===== src/mpp_pkg.sv =====
// shared constants and carrier types for the mii port block
// assumes a single 40 mhz core clock drives every register of the block
`default_nettype none
package mpp_pkg;
  // core clock rate
  localparam int CLK_HZ = 40_000_000;
  // nibble clock rates for the two link speeds
  localparam int FAST_HZ = 25_000_000;
  localparam int SLOW_HZ = 2_500_000;
  // management clock ceiling, a limit the station keeps
  localparam int MDC_MAX_HZ = 25_000_000;
  // reference clock expected on the reference pin
  localparam int REF_HZ = 25_000_000;
  localparam int REF_PPM = 50;

  // half period in core cycles, rounded down, never below one
  function automatic int half_cycles(input int hz);
    int n;
    n = CLK_HZ / (2 * hz);
    return (n < 1) ? 1 : n;
  endfunction

  localparam int FAST_HALF = half_cycles(FAST_HZ);
  localparam int SLOW_HALF = half_cycles(SLOW_HZ);
  localparam int CNT_W = 8;

  // receive symbols from the decoder core
  typedef struct packed {
    logic       busy;  // receive medium not idle
    logic       dv;    // nibble belongs to a packet
    logic       er;    // error symbol seen
    logic [3:0] nib;   // decoded nibble
  } mpp_rx_s;

  // transmit nibble handed to the encoder core
  typedef struct packed {
    logic       valid; // one-cycle capture strobe
    logic       en;    // transmit enable as captured
    logic [3:0] nib;   // captured nibble
  } mpp_tx_s;

  // management drive request from the serial engine
  typedef struct packed {
    logic oe;  // device owns the data line
    logic dat; // bit to drive
  } mpp_mdo_s;
endpackage
`default_nettype wire


===== src/mpp_top.sv =====
// mac-facing mii port: nibble clocks, transmit capture, receive drive,
// carrier and collision, management pin handling, reference forwarding
// assumes the decoder core runs on the core clock; mac pins and the
// management clock are asynchronous and are synchronised here
`default_nettype none
// Summary of operation
// RULE1: station keeps management clock at most 25 mhz
// RULE2: management clock is asynchronous, synchronised here
// RULE3: only one side drives management data
// RULE4: transmit clock follows link speed
// RULE5: mac asserts enable only with valid data
// RULE6: mac sends one nibble per transmit clock
// RULE7: receive clock follows speed, aligned to line
// RULE8: receive nibbles valid only with data valid
// RULE9: receive error flagged only inside packets
// RULE10: carrier sense high while receive medium busy
// RULE11: full duplex keeps collision low
// RULE12: half duplex collision when both media busy
// RULE13: system supplies 25 mhz reference, 50 ppm
// RULE14: mii mode forwards reference clock out
// RULE15: 25 mhz at 100 mb/s, 2.5 at 10; divider gives 20 mhz at 100 mb/s from the 40 mhz core clock
module mpp_top (
  input  wire logic             clock,                 // core clock
  input  wire logic             rstn,                  // sync reset, active low
  input  wire logic             link_fast,             // link at 100 mb/s
  input  wire logic             full_duplex,           // link in full duplex
  input  wire logic             mii_mode,              // mii interface selected
  input  wire mpp_pkg::mpp_rx_s rx_line,               // decoder output
  output var  mpp_pkg::mpp_tx_s tx_out,                // captured transmit nibble
  input  wire logic             mii_tx_en,             // mac transmit enable pin
  input  wire logic [3:0]       mii_txd,               // mac transmit data pins
  output var  logic             mii_tx_clk,            // transmit clock pin
  output var  logic             mii_rx_clk,            // receive clock pin
  output var  logic [3:0]       mii_rxd,               // receive data pins
  output var  logic             mii_rx_dv,             // receive data valid pin
  output var  logic             mii_rx_er,             // receive error pin
  output var  logic             mii_crs,               // carrier sense pin
  output var  logic             mii_col,               // collision pin
  input  wire logic             mdc,                   // management clock pin
  input  wire logic             mdio_i,                // management data in
  output var  logic             mdio_o,                // management data out
  output var  logic             mdio_oe,               // management drive enable
  output var  logic             mgmt_rise,             // management clock rose
  output var  logic             mgmt_bit,              // data sampled at that rise
  input  wire mpp_pkg::mpp_mdo_s mdo_req,              // drive request from engine
  input  wire logic             ref_clock_in,          // reference clock pin
  output var  logic             ref_clock_forward_out, // forwarded reference
  output var  logic             crystal_drive_out      // crystal drive
);
  import mpp_pkg::*;

  // synchroniser stages for pins from other domains
  logic       mdc_s1_q, mdc_s2_q, mdc_s3_q;   // management clock
  logic       mdio_s1_q, mdio_s2_q;           // management data
  logic       txen_s1_q, txen_s2_q;           // transmit enable
  logic [3:0] txd_s1_q, txd_s2_q;             // transmit data
  logic       ref_s1_q, ref_s2_q;             // reference clock
  // edge history of the generated clocks
  logic       txc_prev_q, rxc_prev_q;
  logic       busy_prev_q;                    // receive busy one cycle ago
  logic       tx_busy_q;                      // transmit medium busy

  // decoded events
  wire        mdc_rise_w;  // management clock rising edge
  wire        tx_fall_w;   // transmit clock falling edge
  wire        rx_fall_w;   // receive clock falling edge
  wire        rx_start_w;  // carrier just arrived
  wire        col_d;       // collision next value
  wire        rx_idle_w;   // no packet in progress

  assign mdc_rise_w = mdc_s2_q & ~mdc_s3_q;          // RULE2
  assign tx_fall_w  = txc_prev_q & ~mii_tx_clk;
  assign rx_fall_w  = rxc_prev_q & ~mii_rx_clk;
  assign rx_start_w = rx_line.busy & ~busy_prev_q & ~rx_line.dv;
  assign rx_idle_w  = ~rx_line.dv;
  assign col_d      = ~full_duplex & tx_busy_q & rx_line.busy; // RULE11 RULE12

  // transmit clock generator
  mpp_clkdiv u_txdiv (
    .clock   (clock),
    .rstn    (rstn),
    .fast    (link_fast),
    .restart (1'b0),
    .clk_q   (mii_tx_clk)
  );

  // receive clock, phase restarted when receive carrier arrives
  mpp_clkdiv u_rxdiv (
    .clock   (clock),
    .rstn    (rstn),
    .fast    (link_fast),
    .restart (rx_start_w), // RULE7
    .clk_q   (mii_rx_clk)
  );

  // pin synchronisers, two stages each, a third on the management clock for edge finding
  always_ff @(posedge clock) begin
    if (!rstn) begin
      mdc_s1_q  <= 1'b0;
      mdc_s2_q  <= 1'b0;
      mdc_s3_q  <= 1'b0;
      mdio_s1_q <= 1'b1;
      mdio_s2_q <= 1'b1;
      txen_s1_q <= 1'b0;
      txen_s2_q <= 1'b0;
      txd_s1_q  <= 4'h0;
      txd_s2_q  <= 4'h0;
      ref_s1_q  <= 1'b0;
      ref_s2_q  <= 1'b0;
    end else begin
      mdc_s1_q  <= mdc;
      mdc_s2_q  <= mdc_s1_q;
      mdc_s3_q  <= mdc_s2_q;
      mdio_s1_q <= mdio_i;
      mdio_s2_q <= mdio_s1_q;
      txen_s1_q <= mii_tx_en;
      txen_s2_q <= txen_s1_q;
      txd_s1_q  <= mii_txd;
      txd_s2_q  <= txd_s1_q;
      ref_s1_q  <= ref_clock_in;
      ref_s2_q  <= ref_s1_q;
    end
  end

  // edge history
  always_ff @(posedge clock) begin
    if (!rstn) begin
      txc_prev_q  <= 1'b0;
      rxc_prev_q  <= 1'b0;
      busy_prev_q <= 1'b0;
    end else begin
      txc_prev_q  <= mii_tx_clk;
      rxc_prev_q  <= mii_rx_clk;
      busy_prev_q <= rx_line.busy;
    end
  end

  // transmit capture mid-cycle, away from the mac's launch edge
  always_ff @(posedge clock) begin
    if (!rstn) begin
      tx_out    <= '0;
      tx_busy_q <= 1'b0;
    end else if (tx_fall_w) begin
      tx_out    <= '{valid: 1'b1, en: txen_s2_q, nib: txd_s2_q}; // RULE5 RULE6
      tx_busy_q <= txen_s2_q;
    end else begin
      tx_out.valid <= 1'b0;
    end
  end

  // receive outputs change on the falling edge, mac samples the rising
  always_ff @(posedge clock) begin
    if (!rstn) begin
      mii_rxd   <= 4'h0;
      mii_rx_dv <= 1'b0;
      mii_rx_er <= 1'b0;
    end else if (rx_fall_w) begin
      mii_rxd   <= rx_idle_w ? 4'h0 : rx_line.nib;  // RULE8
      mii_rx_dv <= rx_line.dv;                      // RULE8
      mii_rx_er <= rx_line.dv & rx_line.er;         // RULE9
    end
  end

  // carrier and collision follow the media every cycle
  always_ff @(posedge clock) begin
    if (!rstn) begin
      mii_crs <= 1'b0;
      mii_col <= 1'b0;
    end else begin
      mii_crs <= rx_line.busy; // RULE10
      mii_col <= col_d;        // RULE11 RULE12
    end
  end

  // management pins: sample and launch at the clock's rising edge
  always_ff @(posedge clock) begin
    if (!rstn) begin
      mgmt_rise <= 1'b0;
      mgmt_bit  <= 1'b0;
      mdio_o    <= 1'b0;
      mdio_oe   <= 1'b0;
    end else begin
      mgmt_rise <= mdc_rise_w;
      if (mdc_rise_w) begin
        mgmt_bit <= mdio_s2_q;
        mdio_o   <= mdo_req.dat;
        mdio_oe  <= mdo_req.oe; // RULE3
      end
    end
  end

  // reference forwarding and crystal drive
  always_ff @(posedge clock) begin
    if (!rstn) begin
      ref_clock_forward_out <= 1'b0;
      crystal_drive_out     <= 1'b0;
    end else begin
      ref_clock_forward_out <= mii_mode & ref_s2_q; // RULE14
      crystal_drive_out     <= ~ref_s2_q;
    end
  end

  // checks
  col_fdx_a: assert property (@(posedge clock) disable iff (!rstn) // RULE11
    $past(full_duplex) |-> !mii_col)
    else $error("collision raised in full duplex");
  col_both_a: assert property (@(posedge clock) disable iff (!rstn) // RULE12
    mii_col |-> $past(tx_busy_q && rx_line.busy && !full_duplex))
    else $error("collision without both media busy");
  crs_follow_a: assert property (@(posedge clock) disable iff (!rstn) // RULE10
    ##1 mii_crs == $past(rx_line.busy))
    else $error("carrier sense does not follow medium");
  rxd_idle_a: assert property (@(posedge clock) disable iff (!rstn) // RULE8
    !mii_rx_dv |-> mii_rxd == 4'h0)
    else $error("receive data driven outside packet");
  rxer_pkt_a: assert property (@(posedge clock) disable iff (!rstn) // RULE9
    mii_rx_er |-> mii_rx_dv)
    else $error("receive error outside packet");
  rx_stable_a: assert property (@(posedge clock) disable iff (!rstn) // RULE8
    $changed(mii_rxd) |-> $past(rx_fall_w))
    else $error("receive data moved off the falling edge");
  mdio_turn_a: assert property (@(posedge clock) disable iff (!rstn) // RULE3
    $changed(mdio_oe) |-> $past(mdc_rise_w) && mgmt_rise)
    else $error("data line ownership changed off clock edge");
  mdc_pulse_a: assert property (@(posedge clock) disable iff (!rstn) // RULE2
    mgmt_rise |=> !mgmt_rise)
    else $error("management edge strobe longer than one cycle");
  ref_fwd_a: assert property (@(posedge clock) disable iff (!rstn) // RULE14
    $past(!mii_mode) |-> !ref_clock_forward_out)
    else $error("reference forwarded outside mii mode");
  fast_half_a: assert property (@(posedge clock) disable iff (!rstn) // RULE4
    $rose(mii_tx_clk) && link_fast && $past(link_fast) |=> !mii_tx_clk)
    else $error("fast transmit clock half period wrong");

  // scenarios
  col_seen_c: cover property (@(posedge clock) disable iff (!rstn) mii_col);
  rx_err_c: cover property (@(posedge clock) disable iff (!rstn) mii_rx_dv && mii_rx_er);
  tx_cap_c: cover property (@(posedge clock) disable iff (!rstn) tx_out.valid && tx_out.en);
  mdio_drv_c: cover property (@(posedge clock) disable iff (!rstn) $rose(mdio_oe));
endmodule
`default_nettype wire


===== src/mpp_clkdiv.sv =====
// speed-selected nibble clock divider
// assumes fast selects the 100 mb/s rate; restart is a same-clock pulse
`default_nettype none
module mpp_clkdiv (
  input  wire logic clock,   // core clock
  input  wire logic rstn,    // sync reset, active low
  input  wire logic fast,    // requested speed
  input  wire logic restart, // realign phase
  output var  logic clk_q    // divided clock
);
  import mpp_pkg::*;

  localparam logic [CNT_W-1:0] FAST_LAST = CNT_W'(FAST_HALF - 1);
  localparam logic [CNT_W-1:0] SLOW_LAST = CNT_W'(SLOW_HALF - 1);

  logic [CNT_W-1:0] cnt_q;  // cycles into this half period
  logic             sel_q;  // speed latched at each edge
  wire              last_w; // half period complete

  // speed only changes on an edge or at restart, so a speed change makes no runt pulse
  assign last_w = (cnt_q == (sel_q ? FAST_LAST : SLOW_LAST));

  // counter and toggle
  always_ff @(posedge clock) begin
    if (!rstn || restart) begin
      cnt_q <= '0;
      clk_q <= 1'b0;
      sel_q <= fast;
    end else if (last_w) begin
      cnt_q <= '0;
      clk_q <= ~clk_q; // RULE4 RULE7
      sel_q <= fast;   // RULE15
    end else begin
      cnt_q <= cnt_q + CNT_W'(1);
    end
  end

  // slow rate holds the high half for the full count
  slow_half_a: assert property (@(posedge clock) disable iff (!rstn || restart) // RULE15
    $rose(clk_q) && !sel_q |-> clk_q[*8] ##1 !clk_q)
    else $error("slow nibble clock half period wrong");
endmodule
`default_nettype wire


===== config.mk =====
export PLATFORM = sky130hd
export DESIGN_NAME = mpp_top
export DESIGN_NICKNAME = d
export VERILOG_FILES = /design/src/mpp_pkg.sv /design/src/mpp_top.sv /design/src/mpp_clkdiv.sv
export SDC_FILE = /design/constraint.sdc
export NUM_CORES = 1
export LEC_CHECK = 0
export BUFFER_PORTS_ARGS = -buffer_cell sky130_fd_sc_hd__buf_2
export CORE_MARGIN = 5
export CORE_UTILIZATION = 55
export DETAILED_ROUTE_END_ITERATION = 7
export PLACE_DENSITY = 0.8
export REMOVE_ABC_BUFFERS = 1
export SLEW_MARGIN = 30
export SYNTH_ARGS = -nofsm -noshare
export SYNTH_HDL_FRONTEND = slang
export SYNTH_SLANG_ARGS = --single-unit

===== constraint.sdc =====
create_clock -name clock -period 3 [get_ports clock]
set_input_delay 0.3 -clock clock [delete_from_list [all_inputs] [get_ports clock]]
set_output_delay 0.3 -clock clock [all_outputs]
set_load 0.01 [all_outputs]

==> run_results.csv, run 1 <==
group,metric,value,unit
worst_setup_path,crit_path_start_kind,"register",
pwr,power_per_cell_area,695,nW/um2
finish,final.fill_count,268,
finish,fin_area,2550,um2
synth,synth_cells,196,
clocking,clkTransAtPathRegs,0.07,ns
timing,final-setup-viol-count,0,
grt,grt_antenna_before_repair,0,
pwr,p_switching,399,uW
timing,timing_worst_slew_pin_value,0.750,ns
placed_design,hpwl,2490,um
pwr,cellLeakagePower,0.00105,uW
grt,grt_start_max_net_pins,28,
placed_design,io_buffers,43,
worst_setup_path,critical_path_capture_point_type,"register",
timing,maxClockFrequency,0.525,GHz
synth,post-synth-top-area-fraction,0.547,
clocking,htree_num_levels,3,
clocking,cts_buf_count,9,
grt,grt_first_pass_wirelength,6500,um
timing,final.min_clock_period,1.90,ns
finish,num-nets-final,266,
clocking,clkSinkCount,59,
synth,ys.warnings.count,0,
min_path,min-delay-path-class,"primary input to register",
route,drc,0,
route,detail-route-antenna-nets,0,
synth,yosysTopAreaCell,"sky130_fd_sc_hd__dfxtp_1",
clocking,post_cts.repair.setup_buffers,0,
finish,ff_latch_area,1200,um2
synth,ys_seq_area_frac,0.576,
grt,groute.usage.overall,0.166,
route,routedWlPerCell,12.7,um
route,detailedRoute.firstIterationViolations,67,
worst_setup_path,critPathRequiredTime,3.05,ns
synth,synth_edf_count,2,
timing,fin_setup_tns,0,ns
status,run_status,"finished clean",
timing,slew_violations,0,
placed_design,gpl.final_weighted_congestion,0.719,
synth,async_reset_ff_frac,0,
pwr,clock_power_share,0.447,
route,vias_per_cell,5.03,
clocking,ctsRootBufferMaster,"sky130_fd_sc_hd__clkbuf_8",
finish,syn_to_final_growth,22.3,%
clocking,cts_resized,0,
timing,relSlewSlack,0.500,
route,first_pass_iters,4,
grt,grt_overflow,0,
flow_run,maxCapViolations,0,
pwr,comb_power_share,0.075,
floorplan,start_util,0.569,
timing,worst_clock_skew,0.00799,ns
pwr,worst_ir_drop_vdd,0.551,mV
synth,synth_seq_cells,59,
worst_setup_path,critical_setup_path_kind,"register to register",
floorplan,core_area,3660,um2
synth,synth_most_common_cell,"sky130_fd_sc_hd__dfxtp_1",
clocking,tritoncts_clock_tree,"built",
synth,synthesis.area_per_instance,10.6,um2
synth,synthTopCellsByArea,"sky130_fd_sc_hd__dfxtp_1, sky130_fd_sc_hd__and2_1, sky130_fd_sc_hd__mux2i_1",
worst_setup_path,cp.arrival,1.96,ns
floorplan,chipWidth,71.6,um
floorplan,top_level_ports,44,
placed_design,place_area,2320,um2
pwr,p_int,1370,uW
timing,finalHoldViolCount,0,
finish,final_core_util,0.696,
finish,share_of_post_route_cells_with_drive_strength_above_1,0.263,
clocking,clock_path_buffers,2,
finish,multi_input_comb_area,835,um2
finish,n_antenna_cell,0,
route,drt_wl_total,3750,um
floorplan,fp.dieArea,5120,um2
synth,post_synth_instance_area,2080,um2
synth,synth.lib_cells_used.distinct,34,
synth,synth_commonest_cells,"sky130_fd_sc_hd__dfxtp_1, sky130_fd_sc_hd__and2_1, sky130_fd_sc_hd__nand3_1",
grt,first_global_vias,1461,
floorplan,die_height,71.6,um
pwr,power_frac_seq,0.478,
pwr,power.share.switching,0.225,
floorplan,rows,22,
synth,ys.flop_type,"sky130_fd_sc_hd__dfxtp_1",
timing,final.period_utilization,0.635,
clocking,insertion_delay,0.33,ns
route,vias,1483,
timing,grt_setup_unrepaired,"false",
worst_setup_path,worst-path-max-fanout,10,
clocking,postCtsHoldBufs,0,
[stage by stage]
| step | std cells | hold slack (ns) | total power, uW | worst slack (ns) |
|---|---|---|---|---|
| 6_report | 295 | 0.147 | 1770 | 1.10 |
| 5_1_grt | 295 | 0.127 | 1850 | 1.04 |
| 4_1_cts | 295 | 0.135 | 1790 | 1.11 |
| 3_5_place_dp | 279 | 0.395 | 996 | 1.12 |
| 3_3_place_gp | 279 | 0.390 | 993 | 1.15 |
| 2_1_floorplan | 188 | 0.373 | 947 | 1.24 |
[worst max-delay path: stages (launching register included)]
cell and delay, ns:
sky130_fd_sc_hd__dfxtp_1 0.36, sky130_fd_sc_hd__or4b_1 0.57, sky130_fd_sc_hd__a211oi_4 0.50, sky130_fd_sc_hd__or2_2 0.20
[state kept, by name (all words and copies together) (netlist names), 4 cells and up]
name           cells
txd_s1_q           4
txd_s2_q           4
mii_rxd            4
u_rxdiv.cnt_q      8
u_txdiv.cnt_q      8
tx_out             5
[layer usage]
| layer | track usage | up-vias | routed length [um] |
|---|---|---|---|
| met3 | 0.0870 | 4 | 256 |
| met1 | 0.186 | 673 | 1610 |
| li1 | - | 770 | - |
| met2 | 0.258 | 36 | 1830 |
| met4 | 0.0793 | 0 | 52 |
| met5 | 0 | - | 0 |
[layout by cell type, fill, tap and decap left out, types with 2 or more instances in the layout]
master                        n
sky130_fd_sc_hd__clkbuf_8    11
sky130_fd_sc_hd__and2_1      19
sky130_fd_sc_hd__a211oi_4     2
sky130_fd_sc_hd__nand2_1     11
sky130_fd_sc_hd__o21ai_0      6
sky130_fd_sc_hd__buf_2       43
sky130_fd_sc_hd__xor2_1       4
sky130_fd_sc_hd__nand4_1      2
sky130_fd_sc_hd__nor3b_1      2
sky130_fd_sc_hd__edfxtp_1     2
sky130_fd_sc_hd__a211oi_1     6
sky130_fd_sc_hd__nor2b_1      4
sky130_fd_sc_hd__nor2_1      10
sky130_fd_sc_hd__a21oi_1      6
sky130_fd_sc_hd__inv_1        2
sky130_fd_sc_hd__nand4b_1     2
sky130_fd_sc_hd__nand3_1     12
sky130_fd_sc_hd__xnor2_1      2
sky130_fd_sc_hd__mux2i_1      9
sky130_fd_sc_hd__dfxtp_1     57
sky130_fd_sc_hd__ha_1         2
sky130_fd_sc_hd__nand2b_1     4
sky130_fd_sc_hd__or3_1        6
sky130_fd_sc_hd__clkinvlp_4   2
sky130_fd_sc_hd__or4_1        2
sky130_fd_sc_hd__nor3_1       8
[cells by family (layout without fill, tap and decap cells)]
logic type               Yosys count  count (layout)  share of synthesized area
AO/OA/AOI/OAI                     20              20                     0.0696
flip-flops                        59              59                      0.576
buffers and inverters             10              61                     0.0234
AND/OR/NAND/NOR                   89              89                      0.243
multiplexers                      10              10                     0.0504
XOR/XNOR                           6               6                     0.0252
adder cells (fa/ha/maj)            2               2                     0.0120
[path summary, 6_finish.rpt]
check                         from           endpoint  slack [ns]  depth (start not counted)
hold reg to reg           ref_s2_q  crystal_drive_out        0.40                          1
hold / removal              mdio_i          mdio_s1_q        0.15                          2
setup reg to reg  u_rxdiv.cnt_q[2]      u_rxdiv.sel_q        1.10                          3
setup / recovery  u_rxdiv.cnt_q[2]      u_rxdiv.sel_q        1.10                          3
[layout make-up]
cell class	instances	area share
Timing Repair Buffer	43	0.0844
Inverter	2	0.00295
Multi-Input combinational cell	127	0.327
Clock inverter	4	0.0211
Sequential cell	59	0.471
Tap cell	48	0.0236
Clock buffer	12	0.0692
[power groups by stage]
stage	sequential (uW)	clock, uW	combinational (uW)
after floorplan	866	0	81.4
after global placement	862	0	131
after detailed placement	863	0	133
after CTS	847	807	135
after global routing	853	849	150
final	847	791	134
Power figures use the tool's default switching activity.
==> run 2, diff against run 1 <==
--- a/config.mk
+++ b/config.mk
@@ -7,9 +7,9 @@
 export LEC_CHECK = 0
 export BUFFER_PORTS_ARGS = -buffer_cell sky130_fd_sc_hd__buf_2
 export CORE_MARGIN = 5
-export CORE_UTILIZATION = 55
+export CORE_UTILIZATION = 53
 export DETAILED_ROUTE_END_ITERATION = 7
-export PLACE_DENSITY = 0.8
+export PLACE_DENSITY = 0.78
 export REMOVE_ABC_BUFFERS = 1
 export SLEW_MARGIN = 30
 export SYNTH_ARGS = -nofsm -noshare
==> constraint.sdc (replaced) <==
create_clock -name clock -period 2 [get_ports clock]
set_input_delay 0.2 -clock clock [delete_from_list [all_inputs] [get_ports clock]]
set_output_delay 0.2 -clock clock [all_outputs]
set_load 0.01 [all_outputs]
==> run 2 against run 1 <==
Compared with the run above: global-route usage shrank 0.72 points; largest cell class unchanged; setup slack lost 0.82 ns; sequential power grew 50%; worst hold slack lost 0.089 ns; non-clock buffer count grew 4.
==> run_results.csv, run 2 (synthesized netlist as in run 1, its figures left out) <==
group,metric,value,unit
status,run_status,"finished clean",
finish,n_antenna_cell,0,
worst_setup_path,critPathBufInv,0,
worst_setup_path,worst-path-max-fanout,5,
finish,mostFrequentLayoutCells,"sky130_fd_sc_hd__dfxtp_1, sky130_fd_sc_hd__buf_2, sky130_fd_sc_hd__and2_1, sky130_fd_sc_hd__nand3_1",
pwr,power_per_cell_area,1010,nW/um2
route,routedWlPerCell,12.6,um
route,first_pass_iters,4,
finish,fin_area,2560,um2
timing,grt_setup_unrepaired,"false",
route,vias,1543,
clocking,clkSinkCount,59,
pwr,p_switching,591,uW
worst_setup_path,cp.arrival,1.77,ns
timing,timing.final.ws_setup,0.280,ns
worst_setup_path,crit_path_start_kind,"register",
finish,largest_registers,"u_rxdiv.cnt_q (8), u_txdiv.cnt_q (8), tx_out (5)",
timing,maxClockFrequency,0.581,GHz
floorplan,chipWidth,72.7,um
timing,timing_worst_slew_pin_value,0.606,ns
route,drt_wl_total,3760,um
finish,ff_latch_area,1200,um2
pwr,p_int,1990,uW
worst_setup_path,worst_path_dominant_cell_family,"simple AND/OR/NAND/NOR gates",
clocking,clock_path_buffers,2,
pwr,clock_power_share,0.426,
pwr,worst_ir_drop_vdd,0.806,mV
clocking,ctsRootBufferMaster,"sky130_fd_sc_hd__clkbuf_8",
grt,first_global_vias,1537,
finish,mostFrequentLayoutCell,"sky130_fd_sc_hd__dfxtp_1",
finish,multi_input_comb_area,835,um2
min_path,min-delay-path-class,"primary input to register",
timing,final-setup-viol-count,0,
placed_design,io_buffers,43,
flow_run,maxCapViolations,0,
clocking,postCtsHoldBufs,0,
floorplan,rows,22,
grt,grt_start_max_net_pins,28,
grt,grt_first_pass_wirelength,6400,um
worst_setup_path,critPathMaxStageDelay,0.57,ns
pwr,cellLeakagePower,0.00107,uW
worst_setup_path,critical_setup_path_kind,"register to register",
clocking,htree_num_levels,3,
timing,relSlewSlack,0.595,
worst_setup_path,cpMaxStageDelayCell,"sky130_fd_sc_hd__or4b_1",
clocking,cts_buf_count,9,
route,detailedRoute.firstIterationViolations,51,
route,drc,0,
timing,fin_setup_tns,0,ns
floorplan,top_level_ports,44,
clocking,insertion_delay,0.33,ns
floorplan,fp.dieArea,5290,um2
worst_setup_path,critical_path_capture_point_type,"register",
pwr,totalPowerFinal,2580,uW
clocking,post_cts.repair.setup_buffers,0,
timing,slew_violations,0,
floorplan,core_area,3740,um2
timing,finalHoldViolCount,0,
placed_design,place_area,2350,um2
clocking,tritoncts_clock_tree,"built",
pwr,power.share.switching,0.229,
worst_setup_path,critPathRequiredTime,2.05,ns
grt,grt_antenna_before_repair,0,
timing,final.min_clock_period,1.72,ns
floorplan,die_height,72.7,um
finish,final_core_util,0.684,
route,detail-route-antenna-nets,0,
placed_design,detailedPlace.worstSlack,0.299,ns
finish,syn_to_final_growth,22.8,%
grt,grt_overflow,0,
grt,groute.usage.overall,0.158,
finish,final.fill_count,304,
finish,share_of_post_route_cells_with_drive_strength_above_1,0.275,
worst_setup_path,timing.reg2reg.setup_slack,0.28,ns
placed_design,gpl.final_weighted_congestion,0.722,
pwr,comb_power_share,0.082,
timing,worst_clock_skew,0.00859,ns
floorplan,start_util,0.557,
pwr,power_frac_seq,0.492,
placed_design,hpwl,2710,um
timing,final.period_utilization,0.860,
finish,num-nets-final,270,
route,vias_per_cell,5.16,
clocking,clkTransAtPathRegs,0.07,ns
clocking,cts_resized,0,
worst_setup_path,crit_chain,"or4b_1, a211oi_4, or2_2",
## run 2: cell types whose count changed in the layout (fill, tap and decap cells not counted), sizes merged
cell,before,now
clkinv,0,2
clkbuf,12,11
clkinvlp,2,1
buf,43,47
## run 2: layout make-up
class / instances / share of cell area
repair buffers: 47 / 0.0958
clock inverters: 5 / 0.0235
well taps: 48 / 0.0235
flip-flops and latches: 59 / 0.469
clock buffers: 11 / 0.0591
multi-input cells: 127 / 0.326
inverters: 2 / 0.00293
## run 2: final timing paths
| path | startpoint | end | depth (start not counted) |
|---|---|---|---|
| max | u_rxdiv.cnt_q[2] | u_rxdiv.sel_q | 3 |
| min | mdio_i | mdio_s1_q | 2 |
| max reg2reg | u_rxdiv.cnt_q[2] | u_rxdiv.sel_q | 3 |
| min reg2reg | ref_s2_q | crystal_drive_out | 1 |
## run 2: power by group through the flow
| stage | registers, uW | clock network, uW | logic [uW] |
|---|---|---|---|
| finish | 1270 | 1100 | 211 |
| global route | 1280 | 1170 | 234 |
| CTS | 1270 | 1130 | 214 |
| detailed placement | 1300 | 0 | 213 |
| global placement | 1290 | 0 | 211 |
| floorplan | 1300 | 0 | 122 |
## run 2: worst reg2reg max path, delay by kind of cell (launching register included)
family	cells	cell delay (ns)
DFF	1	0.35
AOI/OAI and AO/OA	1	0.35
and+or+nand+nor	2	0.74
## run 2: stage by stage
stage               hold slack (ns)  std cells
global route                 0.0581        299
finish                       0.0583        299
detailed placement            0.399        283
CTS                          0.0501        299
floorplan                     0.273        188
global placement              0.388        283
## run 2: routing by layer
layer  share of wire  track usage
met1            0.42        0.169
met2            0.48        0.262
met3           0.072       0.0647
met5               0            0
met4           0.026       0.0943
==> run 3, diff against run 2 <==
--- a/config.mk
+++ b/config.mk
@@ -5,12 +5,14 @@
 export SDC_FILE = /design/constraint.sdc
 export NUM_CORES = 1
 export LEC_CHECK = 0
+export ABC_AREA = 1
 export BUFFER_PORTS_ARGS = -buffer_cell sky130_fd_sc_hd__buf_2
 export CORE_MARGIN = 5
-export CORE_UTILIZATION = 53
+export CORE_UTILIZATION = 45
 export DETAILED_ROUTE_END_ITERATION = 7
-export PLACE_DENSITY = 0.78
+export PLACE_DENSITY = 0.68
 export REMOVE_ABC_BUFFERS = 1
+export SETUP_SLACK_MARGIN = 0.5
 export SLEW_MARGIN = 30
 export SYNTH_ARGS = -nofsm -noshare
 export SYNTH_HDL_FRONTEND = slang
==> run 3 against run 2 <==
Compared with the run above: clock-buffer cell count fell by 1; largest power group unchanged; synthesized cell count rose by 34%; highest routed layer unchanged; first-iteration DRC count rose by 31%; critical path type unchanged; die area rose by 17%; total power rose by 3.3%; non-clock buffer count fell by 3.
==> run_results.csv, run 3 <==
group,metric,value,unit
status,run_status,"finished clean",
placed_design,io_buffers,43,
clocking,cts_resized,0,
synth,ys.flop_type,"sky130_fd_sc_hd__dfxtp_1",
pwr,cellLeakagePower,0.00131,uW
worst_setup_path,worst-path-max-fanout,9,
clocking,cts_buf_count,9,
clocking,ctsRootBufferMaster,"sky130_fd_sc_hd__clkbuf_8",
timing,final.period_utilization,0.604,
clocking,tritoncts_clock_tree,"built",
synth,synth_cells,262,
clocking,insertion_delay,0.33,ns
floorplan,top_level_ports,44,
route,vias_per_cell,4.43,
synth,synthTopCellsByArea,"sky130_fd_sc_hd__dfxtp_1, sky130_fd_sc_hd__nand2_1, sky130_fd_sc_hd__inv_1",
timing,maxClockFrequency,0.827,GHz
worst_setup_path,critical_setup_path_kind,"register to register",
grt,first_global_vias,1602,
finish,num-nets-final,336,
synth,synth_most_common_cell,"sky130_fd_sc_hd__nand2_1",
worst_setup_path,cp.arrival,1.22,ns
pwr,power_per_cell_area,1020,nW/um2
route,first_pass_iters,4,
route,drc,0,
clocking,post_cts.repair.setup_buffers,0,
grt,grt_first_pass_wirelength,6550,um
synth,yosysTopAreaCell,"sky130_fd_sc_hd__dfxtp_1",
timing,relSlewSlack,0.793,
worst_setup_path,critPathBufInv,0,
clocking,clkTransAtPathRegs,0.07,ns
floorplan,start_util,0.456,
floorplan,die_height,78.7,um
min_path,min-delay-path-class,"primary input to register",
clocking,clkSinkCount,59,
worst_setup_path,critPathRequiredTime,2.01,ns
worst_setup_path,critical-path-top-cell-by-count,"sky130_fd_sc_hd__nand2_1",
clocking,clock_path_buffers,2,
synth,post_synth_instance_area,2120,um2
synth,async_reset_ff_frac,0,
synth,post-synth-top-area-fraction,0.537,
grt,grt_antenna_before_repair,0,
finish,mostFrequentLayoutCells,"sky130_fd_sc_hd__nand2_1, sky130_fd_sc_hd__dfxtp_1, sky130_fd_sc_hd__nor2_1, sky130_fd_sc_hd__inv_1, sky130_fd_sc_hd__buf_2",
worst_setup_path,crit_path_start_kind,"register",
synth,synth.lib_cells_used.distinct,23,
synth,ys.warnings.count,0,
worst_setup_path,cpMaxStageDelayCell,"sky130_fd_sc_hd__dfxtp_1",
worst_setup_path,critPathMaxStageDelay,0.43,ns
pwr,worst_ir_drop_vdd,0.410,mV
placed_design,gpl.final_weighted_congestion,0.730,
floorplan,chipWidth,78.7,um
timing,grt_setup_unrepaired,"false",
timing,final.min_clock_period,1.21,ns
timing,timing.hold.ws,0.0342,ns
floorplan,core_area,4660,um2
timing,fin_setup_tns,0,ns
placed_design,hpwl,2610,um
synth,synth_seq_cells,59,
route,drt_wl_total,3700,um
grt,grt_overflow,0,
flow_run,maxCapViolations,0,
route,routedWlPerCell,9.97,um
floorplan,rows,25,
finish,syn_to_final_growth,22.9,%
synth,synth_commonest_cells,"sky130_fd_sc_hd__nand2_1, sky130_fd_sc_hd__dfxtp_1, sky130_fd_sc_hd__inv_1, sky130_fd_sc_hd__nor2_1",
grt,grt_start_max_net_pins,27,
worst_setup_path,critical_path_capture_point_type,"register",
finish,final_cells,371,
worst_setup_path,crit_chain,"nand2_1, nand2_1, nand2_2, o21ai_4",
finish,largest_registers,"u_rxdiv.cnt_q (8), u_txdiv.cnt_q (8), tx_out (5)",
worst_setup_path,worst_path_dominant_cell_family,"flip-flops",
synth,synth_edf_count,2,
finish,share_of_post_route_cells_with_drive_strength_above_1,0.221,
synth,synthesis.area_per_instance,8.10,um2
timing,timing_worst_slew_pin_value,0.311,ns
synth,ys_seq_area_frac,0.566,
route,vias,1645,
floorplan,fp.dieArea,6190,um2
clocking,htree_num_levels,3,
placed_design,place.detailed.instances,355,
clocking,postCtsHoldBufs,0,
finish,mostFrequentLayoutCell,"sky130_fd_sc_hd__nand2_1",
finish,final_core_util,0.560,
timing,worst_clock_skew,0.00483,ns
grt,groute.usage.overall,0.137,
timing,slew_violations,0,
finish,n_antenna_cell,0,
timing,finalHoldViolCount,0,
route,detail-route-antenna-nets,0,
timing,final-setup-viol-count,0,
pwr,totalPowerFinal,2670,uW
route,detailedRoute.firstIterationViolations,67,
## run 3: cell types whose count changed after synthesis, sizes merged, moves of 7 or more
| cell | previous run | this run |
|---|---|---|
| nor3 | 8 | 1 |
| nor2 | 10 | 47 |
| nand2 | 11 | 61 |
| mux2i | 9 | 0 |
| and2 | 19 | 0 |
| a211oi | 8 | 0 |
| inv | 2 | 44 |
## run 3: final timing paths
path                                  startpoint             to  slack (ns)  cells after the start
worst min-delay path                 full_duplex        mii_col        0.03                      2
worst max register to register  u_rxdiv.cnt_q[2]  u_rxdiv.sel_q        0.79                      4
worst max-delay path            u_rxdiv.cnt_q[2]  u_rxdiv.sel_q        0.79                      4
worst min register to register          mdc_s3_q      mgmt_rise        0.41                      1
## run 3: power by group
part / total (uW) / internal [uW] / switching (uW)
clock: 1200 / 736 / 462
sequential: 1280 / 1240 / 36.1
combinational: 192 / 76.5 / 116
total: 2670 / 2050 / 613
## run 3: logic make-up after synthesis
logic type | after synthesis | share of synthesized area
adders and majority gates | 2 | 0.0118
xor gates and xnor gates | 7 | 0.0289
AOI/OAI and AO/OA | 23 | 0.0595
DFF | 59 | 0.566
buffers and inverters | 49 | 0.0913
and+or+nand+nor | 122 | 0.243
## run 3: layout make-up
class | instances | area [um2]
clock buffer | 10 | 138
clock inverter | 6 | 86.3
fill | 432 | 2050
inverter | 44 | 165
multi-input combinational | 154 | 728
sequential | 59 | 1200
tap | 54 | 67.6
timing repair buffer | 44 | 223
## run 3: metal layers
metal | global-route usage | vias up | wire length [um]
met2 | 0.229 | 39 | 1730
met5 | 0 | - | 0
met3 | 0.0397 | 9 | 220
met1 | 0.145 | 708 | 1660
met4 | 0.105 | 0 | 91
li1 | - | 889 | -
## run 3: through the flow
stage | area [um2] | setup WS (ns)
global placement | 2380 | 0.812
CTS | 2610 | 0.786
finish | 2610 | 0.791
floorplan | 2090 | 0.887
detailed placement | 2380 | 0.792
global route | 2610 | 0.655
